[src/iwd_pkg.sv]
`default_nettype none
package iwd_pkg;
  // ==========================================
  // Port map
  localparam logic [15:0] WD_PORT_ADDR    = 16'h0443;
  localparam logic [7:0]  CODE_MIN        = 8'h01;
  localparam logic [7:0]  CODE_MAX        = 8'h3E;
  localparam logic [7:0]  INTERVAL_RESET  = 8'h00;
  // ==========================================
  // Timing
  localparam int          CLK_HZ          = 100_000_000;
  localparam int          TICK_SEC_MS     = 1000;
  localparam int          TICK_CYCLES     = (CLK_HZ / 1000) * TICK_SEC_MS;
  // ==========================================
  // Expiry action selector
  localparam logic        ACT_RESET       = 1'b0;
  localparam logic        ACT_IRQ         = 1'b1;
  // ==========================================
  // Controller states
  typedef enum logic [0:0] {
    IWD_IDLE = 1'b0,
    IWD_RUN  = 1'b1
  } iwd_state_t;
endpackage
`default_nettype wire

[src/iwd_tick.sv]
`timescale 1ns/10ps
`default_nettype none
// ==========================================
// Seconds time base, restarted on every reload
module iwd_tick #(
  parameter int unsigned TICK_CYCLES = 100_000_000
) (
  input  wire logic clk_sys,
  input  wire logic resetn,
  input  wire logic restart,
  output logic      tick
);
  logic [31:0] cnt;
  logic [31:0] next_cnt;
  logic        next_tick;

  always_comb begin
    next_cnt  = cnt + 32'h00000001;
    next_tick = 1'b0;
    if (restart) begin
      next_cnt = 32'h00000000;
    end else if (cnt == 32'(TICK_CYCLES - 1)) begin
      next_cnt  = 32'h00000000;
      next_tick = 1'b1;
    end
  end

  always_ff @(posedge clk_sys) begin
    if (!resetn) begin
      cnt  <= 32'h00000000;
      tick <= 1'b0;
    end else begin
      cnt  <= next_cnt;
      tick <= next_tick;
    end
  end
endmodule
`default_nettype wire

[src/iwd_top.sv]
// Notes on behaviour
// - Write to the watchdog port loads the byte as interval; a valid code starts counting, any other code stops it.
// - Valid codes 0x01 to 0x3E, one second per count, 1 to 62 s.
// - Each further write of a valid code reloads and restarts; software must refresh in time.
// - Any read of the port disables the watchdog until the next write.
// - Expiry without refresh resets the CPU or raises an interrupt, per selection.
`timescale 1ns/10ps
`default_nettype none
module iwd_top #(
  parameter int unsigned TICK_CYCLES = iwd_pkg::TICK_CYCLES
) (
  input  wire logic        clk_sys,
  input  wire logic        resetn,
  input  wire logic [15:0] io_addr,
  input  wire logic        io_wr,
  input  wire logic        io_rd,
  input  wire logic [7:0]  io_wdata,
  output logic      [7:0]  io_rdata,
  input  wire logic        action_sel,
  output logic             wd_enabled,
  output logic      [7:0]  seconds_left,
  output logic             cpu_reset_req,
  output logic             irq_req
);
  // ==========================================
  // Port decode
  logic hit_wr;
  logic hit_rd;
  logic tick;
  assign hit_wr = io_wr && (io_addr == iwd_pkg::WD_PORT_ADDR);
  assign hit_rd = io_rd && (io_addr == iwd_pkg::WD_PORT_ADDR);

  function automatic logic code_ok(input logic [7:0] c);
    code_ok = (c >= iwd_pkg::CODE_MIN) && (c <= iwd_pkg::CODE_MAX);
  endfunction

  iwd_tick #(
    .TICK_CYCLES (TICK_CYCLES)
  ) u_tick (
    .clk_sys (clk_sys),
    .resetn  (resetn),
    .restart (hit_wr),
    .tick    (tick)
  );

  // ==========================================
  // Countdown control
  iwd_pkg::iwd_state_t state;
  iwd_pkg::iwd_state_t next_state;
  logic [7:0] interval;
  logic [7:0] next_interval;
  logic [7:0] remain;
  logic [7:0] next_remain;
  logic [7:0] next_rdata;
  logic       next_cpu_reset;
  logic       next_irq;

  always_comb begin
    next_state     = state;
    next_interval  = interval;
    next_remain    = remain;
    next_rdata     = io_rdata;
    next_cpu_reset = 1'b0;
    next_irq       = 1'b0;
    if (hit_rd) begin
      next_state = iwd_pkg::IWD_IDLE;
      next_rdata = interval;
    end else if (hit_wr) begin
      next_interval = io_wdata;
      next_remain   = io_wdata;
      if (code_ok(io_wdata)) begin
        next_state = iwd_pkg::IWD_RUN;
      end else begin
        next_state = iwd_pkg::IWD_IDLE;
      end
    end else begin
      unique case (state)
        iwd_pkg::IWD_IDLE: begin
          next_remain = remain;
        end
        iwd_pkg::IWD_RUN: begin
          if (tick) begin
            if (remain == 8'h01) begin
              // One-shot: after firing the dog stays off so no reset storm
              next_remain = 8'h00;
              next_state  = iwd_pkg::IWD_IDLE;
              if (action_sel == iwd_pkg::ACT_IRQ) begin
                next_irq = 1'b1;
              end else begin
                next_cpu_reset = 1'b1;
              end
            end else begin
              next_remain = remain - 8'h01;
            end
          end
        end
      endcase
    end
  end

  always_ff @(posedge clk_sys) begin
    if (!resetn) begin
      state         <= iwd_pkg::IWD_IDLE;
      interval      <= iwd_pkg::INTERVAL_RESET;
      remain        <= 8'h00;
      io_rdata      <= 8'h00;
      cpu_reset_req <= 1'b0;
      irq_req       <= 1'b0;
    end else begin
      state         <= next_state;
      interval      <= next_interval;
      remain        <= next_remain;
      io_rdata      <= next_rdata;
      cpu_reset_req <= next_cpu_reset;
      irq_req       <= next_irq;
    end
  end

  assign wd_enabled   = (state == iwd_pkg::IWD_RUN);
  assign seconds_left = remain;

  // ==========================================
  // Seconds spacing monitor, kept apart from the time base so the checks do not trust it
  logic [31:0] tick_gap;
  logic [31:0] next_tick_gap;

  always_comb begin
    next_tick_gap = tick_gap + 32'h00000001;
    if (hit_wr) begin
      next_tick_gap = 32'h00000000;
    end else if (tick) begin
      next_tick_gap = 32'h00000001;
    end
  end

  always_ff @(posedge clk_sys) begin
    if (!resetn) begin
      tick_gap <= 32'h00000000;
    end else begin
      tick_gap <= next_tick_gap;
    end
  end

  // ==========================================
  // Checks
  property p_load;
    @(posedge clk_sys) disable iff (!resetn)
      (hit_wr && !hit_rd && code_ok(io_wdata)) |=> (wd_enabled && seconds_left == $past(io_wdata));
  endproperty
  a_load: assert property (p_load) else $error("write did not start countdown");

  property p_range;
    @(posedge clk_sys) disable iff (!resetn)
      wd_enabled |-> (seconds_left >= 8'h01 && seconds_left <= 8'h3E);
  endproperty
  a_range: assert property (p_range) else $error("count out of range while running");

  property p_restart;
    @(posedge clk_sys) disable iff (!resetn)
      (hit_wr && !hit_rd) |=> !cpu_reset_req && !irq_req;
  endproperty
  a_restart: assert property (p_restart) else $error("expiry despite refresh");

  property p_disable;
    @(posedge clk_sys) disable iff (!resetn)
      hit_rd |=> (!wd_enabled && !cpu_reset_req && !irq_req);
  endproperty
  a_disable: assert property (p_disable) else $error("read did not disable");

  property p_expire;
    @(posedge clk_sys) disable iff (!resetn)
      (wd_enabled && tick && seconds_left == 8'h01 && !io_wr && !io_rd)
        |=> ((cpu_reset_req ^ irq_req) && irq_req == $past(action_sel) && !wd_enabled);
  endproperty
  a_expire: assert property (p_expire) else $error("expiry action wrong");

  property p_bad_code;
    @(posedge clk_sys) disable iff (!resetn)
      (hit_wr && !hit_rd && !code_ok(io_wdata)) |=> !wd_enabled;
  endproperty
  a_bad_code: assert property (p_bad_code) else $error("bad code left timer on");

  property p_only_on_run;
    @(posedge clk_sys) disable iff (!resetn)
      $rose(cpu_reset_req) || $rose(irq_req) |-> $past(wd_enabled) && $past(tick);
  endproperty
  a_only_on_run: assert property (p_only_on_run) else $error("action without running tick");

  property p_idle_holds;
    @(posedge clk_sys) disable iff (!resetn)
      (!wd_enabled && !io_wr) |=> !wd_enabled;
  endproperty
  a_idle_holds: assert property (p_idle_holds) else $error("started without write");

  property p_tick_period;
    @(posedge clk_sys) disable iff (!resetn)
      tick |-> (tick_gap == 32'(TICK_CYCLES));
  endproperty
  a_tick_period: assert property (p_tick_period) else $error("second tick off period");

  property p_tick_missing;
    @(posedge clk_sys) disable iff (!resetn)
      tick_gap <= 32'(TICK_CYCLES);
  endproperty
  a_tick_missing: assert property (p_tick_missing) else $error("second tick missing");

  property p_step;
    @(posedge clk_sys) disable iff (!resetn)
      (wd_enabled && tick && seconds_left > 8'h01 && !hit_wr && !hit_rd)
        |=> (wd_enabled && seconds_left == $past(seconds_left) - 8'h01);
  endproperty
  a_step: assert property (p_step) else $error("count did not step down on tick");

  property p_hold;
    @(posedge clk_sys) disable iff (!resetn)
      (wd_enabled && !tick && !hit_wr && !hit_rd) |=> (wd_enabled && $stable(seconds_left));
  endproperty
  a_hold: assert property (p_hold) else $error("count moved without tick");

  property p_read_data;
    @(posedge clk_sys) disable iff (!resetn)
      hit_rd |=> (io_rdata == $past(interval));
  endproperty
  a_read_data: assert property (p_read_data) else $error("read data not the interval");

  property p_rdata_hold;
    @(posedge clk_sys) disable iff (!resetn)
      !hit_rd |=> $stable(io_rdata);
  endproperty
  a_rdata_hold: assert property (p_rdata_hold) else $error("read data moved without read");

  property p_pulse_short;
    @(posedge clk_sys) disable iff (!resetn)
      (cpu_reset_req || irq_req) |=> (!cpu_reset_req && !irq_req);
  endproperty
  a_pulse_short: assert property (p_pulse_short) else $error("expiry pulse too long");

  property p_no_action_idle;
    @(posedge clk_sys) disable iff (!resetn)
      !wd_enabled |=> (!cpu_reset_req && !irq_req);
  endproperty
  a_no_action_idle: assert property (p_no_action_idle) else $error("action while disabled");

  property p_reset_clears;
    @(posedge clk_sys)
      !resetn |=> (!wd_enabled && seconds_left == 8'h00 && !cpu_reset_req && !irq_req && io_rdata == 8'h00);
  endproperty
  a_reset_clears: assert property (p_reset_clears) else $error("reset left timer active");
endmodule
`default_nettype wire
[config.mk]
export PLATFORM = sky130hd
export DESIGN_NAME = iwd_top
export DESIGN_NICKNAME = d
export VERILOG_FILES = /design/src/iwd_pkg.sv /design/src/iwd_tick.sv /design/src/iwd_top.sv
export SDC_FILE = /design/constraint.sdc
export NUM_CORES = 1
export LEC_CHECK = 0
export BUFFER_PORTS_ARGS = -buffer_cell sky130_fd_sc_hd__buf_2
export CAP_MARGIN = 20
export CELL_PAD_IN_SITES_DETAIL_PLACEMENT = 1
export CELL_PAD_IN_SITES_GLOBAL_PLACEMENT = 1
export CORE_MARGIN = 3
export CORE_UTILIZATION = 47
export CTS_BUF_LIST = sky130_fd_sc_hd__clkbuf_4 sky130_fd_sc_hd__clkbuf_8
export DETAILED_ROUTE_END_ITERATION = 6
export HOLD_SLACK_MARGIN = 0.1
export PLACE_DENSITY_LB_ADDON = 0.2
export SYNTH_ARGS = -nofsm -noshare
export SYNTH_HDL_FRONTEND = slang
export SYNTH_SLANG_ARGS = --single-unit
[constraint.sdc]
create_clock -name clk_sys -period 2.73 [get_ports clk_sys]
set_input_delay 0.1365 -clock clk_sys [delete_from_list [all_inputs] [get_ports clk_sys]]
set_output_delay 0.1365 -clock clk_sys [all_outputs]
set_load 0.05 [all_outputs]
==> run_results.csv <==
group,metric,value,unit
setup_path,cp-end-kind,"flop",
power_and_ir_drop,leakage,1.30,nW
grt,grt.total_usage,23.1,%
grt,grt_overflow,0,
hold_path,holdPathEnd,"interval[6]",
timing,skew,9.02,ps
cells_and_area,layout-drive-gt1-share,19.6,%
power_and_ir_drop,total_power,1.85,mW
synth,synthTopCellsByArea,"dfxtp_1 (42%), xnor2_1 (7.0%), nor2_1 (5.6%), nand2_1 (5.2%), a21boi_0 (4.2%)",
setup_path,r2r_cells,6,
grt,grt_max_degree,33,
setup_path,r2r_setup_slack,570,ps
synth,muxShareOfSynthArea,2.56,%
setup_path,cp.arrival,2380,ps
clocking,htree_levels,3,
setup_path,r2r-start,"seconds_left[0]",
cells_and_area,seq_area,1200,µm²
floorplan,die_w,84.3,µm
synth,netlist_area,2880,µm²
power_and_ir_drop,swShare,20.6,%
clocking,cts_buffers,9,
timing,timing.fmax,0.464,GHz
synth,yosysMostFrequentCell,"dfxtp_1",
cells_and_area,n_fill_cell,717,
setup_path,timing.rr.end,"seconds_left[4]",
routing,remaining_drc_errors,0,
synth,synth-xor-area-share,9.73,%
outcome,status,"finished, final reports clean",
synth,ys_seq_area_share,41.7,%
cells_and_area,antenna_cells,0,
synth,synth_top_family_by_area,"simple AND/OR/NAND/NOR gates",
synth,synth-simple-area-share,29.3,%
power_and_ir_drop,peakVddDrop,0.320,mV
grt,grt_pass1_vias,2722,
setup_path,critPathMaxFanout,8,
synth,syn_nets,366,
timing,hold_viol_final,0,
routing,antenna_left,0,
routing,finalWirelength,7970,µm
timing,setup_viol_count_final,0,
routing,dr.pass1.iters,4,
floorplan,start_util,50.5,%
clocking,insertion_delay,340,ps
run,maxCapViolCount,0,
timing,worstMarginPinSlew,726,ps
power_and_ir_drop,power.internal,1.47,mW
cells_and_area,area.growth.synth_to_final,18.6,%
clocking,cts_resized,0,
placed_design,place_congestion,0.795,
timing,drv_slew,0,
placed_design,dp_hpwl,5290,µm
grt,use_met3,5.20,%
hold_path,worstHoldStart,"io_wdata[6]",
timing,whs,112,ps
synth,synthAdderAreaFrac,1.30,%
synth,yosysTopAreaCell,"dfxtp_1",
timing,min_period,2160,ps
synth,ys.flop_type,"dfxtp_1",
synth,synth_top_area_share,41.7,%
routing,num_vias,2638,
clocking,clkTransAtPathRegs,70,ps
cells_and_area,multiInputGateArea,1570,µm²
clocking,cts-root-buf,"clkbuf_8",
grt,top_usage_layer,"met2",
clocking,clkSinkCount,60,
power_and_ir_drop,p_switching,0.380,mW
grt,grt_pass1_wl,13100,µm
synth,yosysUniqueCellTypes,41,
cells_and_area,nets,415,
hold_path,whs_path_depth,3,
synth,synth-edff-count,0,
power_and_ir_drop,pwr-share-clk,48.5,%
grt,grtUsageMet2,39.6,%
power_and_ir_drop,p_comb_share,3.8,%
floorplan,die_area,7110,µm²
setup_path,required,2960,ps
routing,drt_iter0_drc,135,
clocking,cts_hold_buffers,6,
floorplan,die_h,84.3,µm
clocking,cts_tree,"built",
setup_path,path_class,"flop to flop",
timing,relSlewSlack,51.6,%
floorplan,core-area,5710,µm²
grt,antenna_found_initial,0,
power_and_ir_drop,p_per_area,541,nW/µm²
synth,synth_compound_area_share,11.7,%
routing,vias_per_cell,5.75,
floorplan,core.rowCount,27,
placed_design,port_buffers,47,
floorplan,io_pins,48,
clocking,cts_setup_buffers,0,
setup_path,critPathLaunchType,"flop",
timing,fin_setup_tns,0,ps
synth,syn_area_per_cell,8.63,µm²
synth,synthCells,334,
clocking,clockBufferDepth,2,
timing,period_share,79.0,%
timing,rsz0062_at_grt,"false",
synth,yosysWarningCount,0,
synth,async_flop_share,0,%
power_and_ir_drop,seqPwrFrac,47.8,%
grt,gr-usage-met1,28.1,%
synth,ys_seq_elements,60,
hold_path,holdCritPathClass,"input pin to flop",
synth,synth_common_cells,"dfxtp_1 (60), nor2_1 (43), nand2_1 (40)",
routing,wl_per_cell,17.4,µm
[routing by layer]
layer  vias to the layer above  routed length (µm)
li1                       1271                   -
met2                        55                3990
met1                      1297                3550
met5                         -                   0
met3                        15                 293
met4                         0                 131
[cell families after synthesis]
logic type / Yosys count
AOI/OAI and AO/OA: 49
xor gates and xnor gates: 32
adders and majority gates: 3
buffers and inverters: 23
DFF: 60
muxes: 7
and+or+nand+nor: 160
[power groups by stage]
| stage | clock, mW | combinational, mW | sequential, mW |
|---|---|---|---|
| 2_1_floorplan | 0 | 0.0269 | 0.901 |
| 3_3_place_gp | 0 | 0.0599 | 0.901 |
| 3_5_place_dp | 0 | 0.0625 | 0.902 |
| 4_1_cts | 0.914 | 0.0698 | 0.882 |
| 5_1_grt | 0.954 | 0.0757 | 0.882 |
| 6_report | 0.895 | 0.0698 | 0.882 |
[critical path: stages, from the launching register on]
cell      delay (ps)
dfxtp_1          500
ha_1             250
nor3b_1          270
and2_1           320
a211oi_1          90
or4b_1           480
o211a_1          140
[through the flow]
stage	worst slack [ps]	utilization, %	instance area (µm²)	cells
6_report	574	59.9	3420	459
5_1_grt	452	59.9	3420	459
4_1_cts	597	59.9	3420	459
3_5_place_dp	537	54.9	3130	438
3_3_place_gp	617	54.9	3130	438
2_1_floorplan	587	-	2880	334
[worst max-delay path by stage]
stage	start	end	slack, ps
after detailed placement	io_addr[2]	seconds_left[2]	540
after global routing	u_tick.cnt[0]	u_tick.cnt[9]	450
after CTS	seconds_left[0]	seconds_left[4]	600
after global placement	io_addr[2]	seconds_left[2]	620
final	seconds_left[0]	seconds_left[4]	570
after floorplan	seconds_left[0]	seconds_left[4]	590
[cell type report]
| class | instances | area share [%] |
|---|---|---|
| Timing Repair Buffer | 54 | 8.86 |
| Inverter | 7 | 0.769 |
| Clock inverter | 4 | 2.12 |
| Sequential cell | 60 | 35.2 |
| Clock buffer | 11 | 4.43 |
| Multi-Input combinational cell | 251 | 46.0 |
| Tap cell | 72 | 2.64 |
[flip-flops by register name, summed over array words and instances (netlist names)]
register       cells
u_tick.tick        1
irq_req            1
seconds_left       8
cpu_reset_req      1
io_rdata           8
interval           8
wd_enabled         1
u_tick.cnt        32
[cell usage in the layout, fill, tap and decap left out, types with 3 or more instances in the layout]
| cell | netlist | final |
|---|---|---|
| dfxtp_1 | 60 | 60 |
| or4_1 | 3 | 3 |
| dlygate4sd3_1 | 0 | 6 |
| nor2_1 | 43 | 43 |
| nor4b_1 | 4 | 4 |
| xnor2_1 | 23 | 23 |
| inv_1 | 7 | 7 |
| xor2_1 | 9 | 9 |
| nand2_1 | 40 | 40 |
| mux2_2 | 3 | 3 |
| nand3_1 | 13 | 13 |
| nor3_1 | 11 | 11 |
| o211ai_1 | 6 | 6 |
| and3_1 | 7 | 7 |
| nand4_1 | 11 | 11 |
| a21oi_1 | 4 | 4 |
| and2_1 | 5 | 5 |
| o21ai_0 | 14 | 14 |
| clkbuf_8 | 0 | 11 |
| a21boi_0 | 16 | 16 |
| nor4_1 | 7 | 7 |
| mux2i_1 | 4 | 4 |
| ha_1 | 3 | 3 |
| buf_2 | 5 | 47 |
| and4_1 | 4 | 4 |
(Power assumes the default switching activity.)
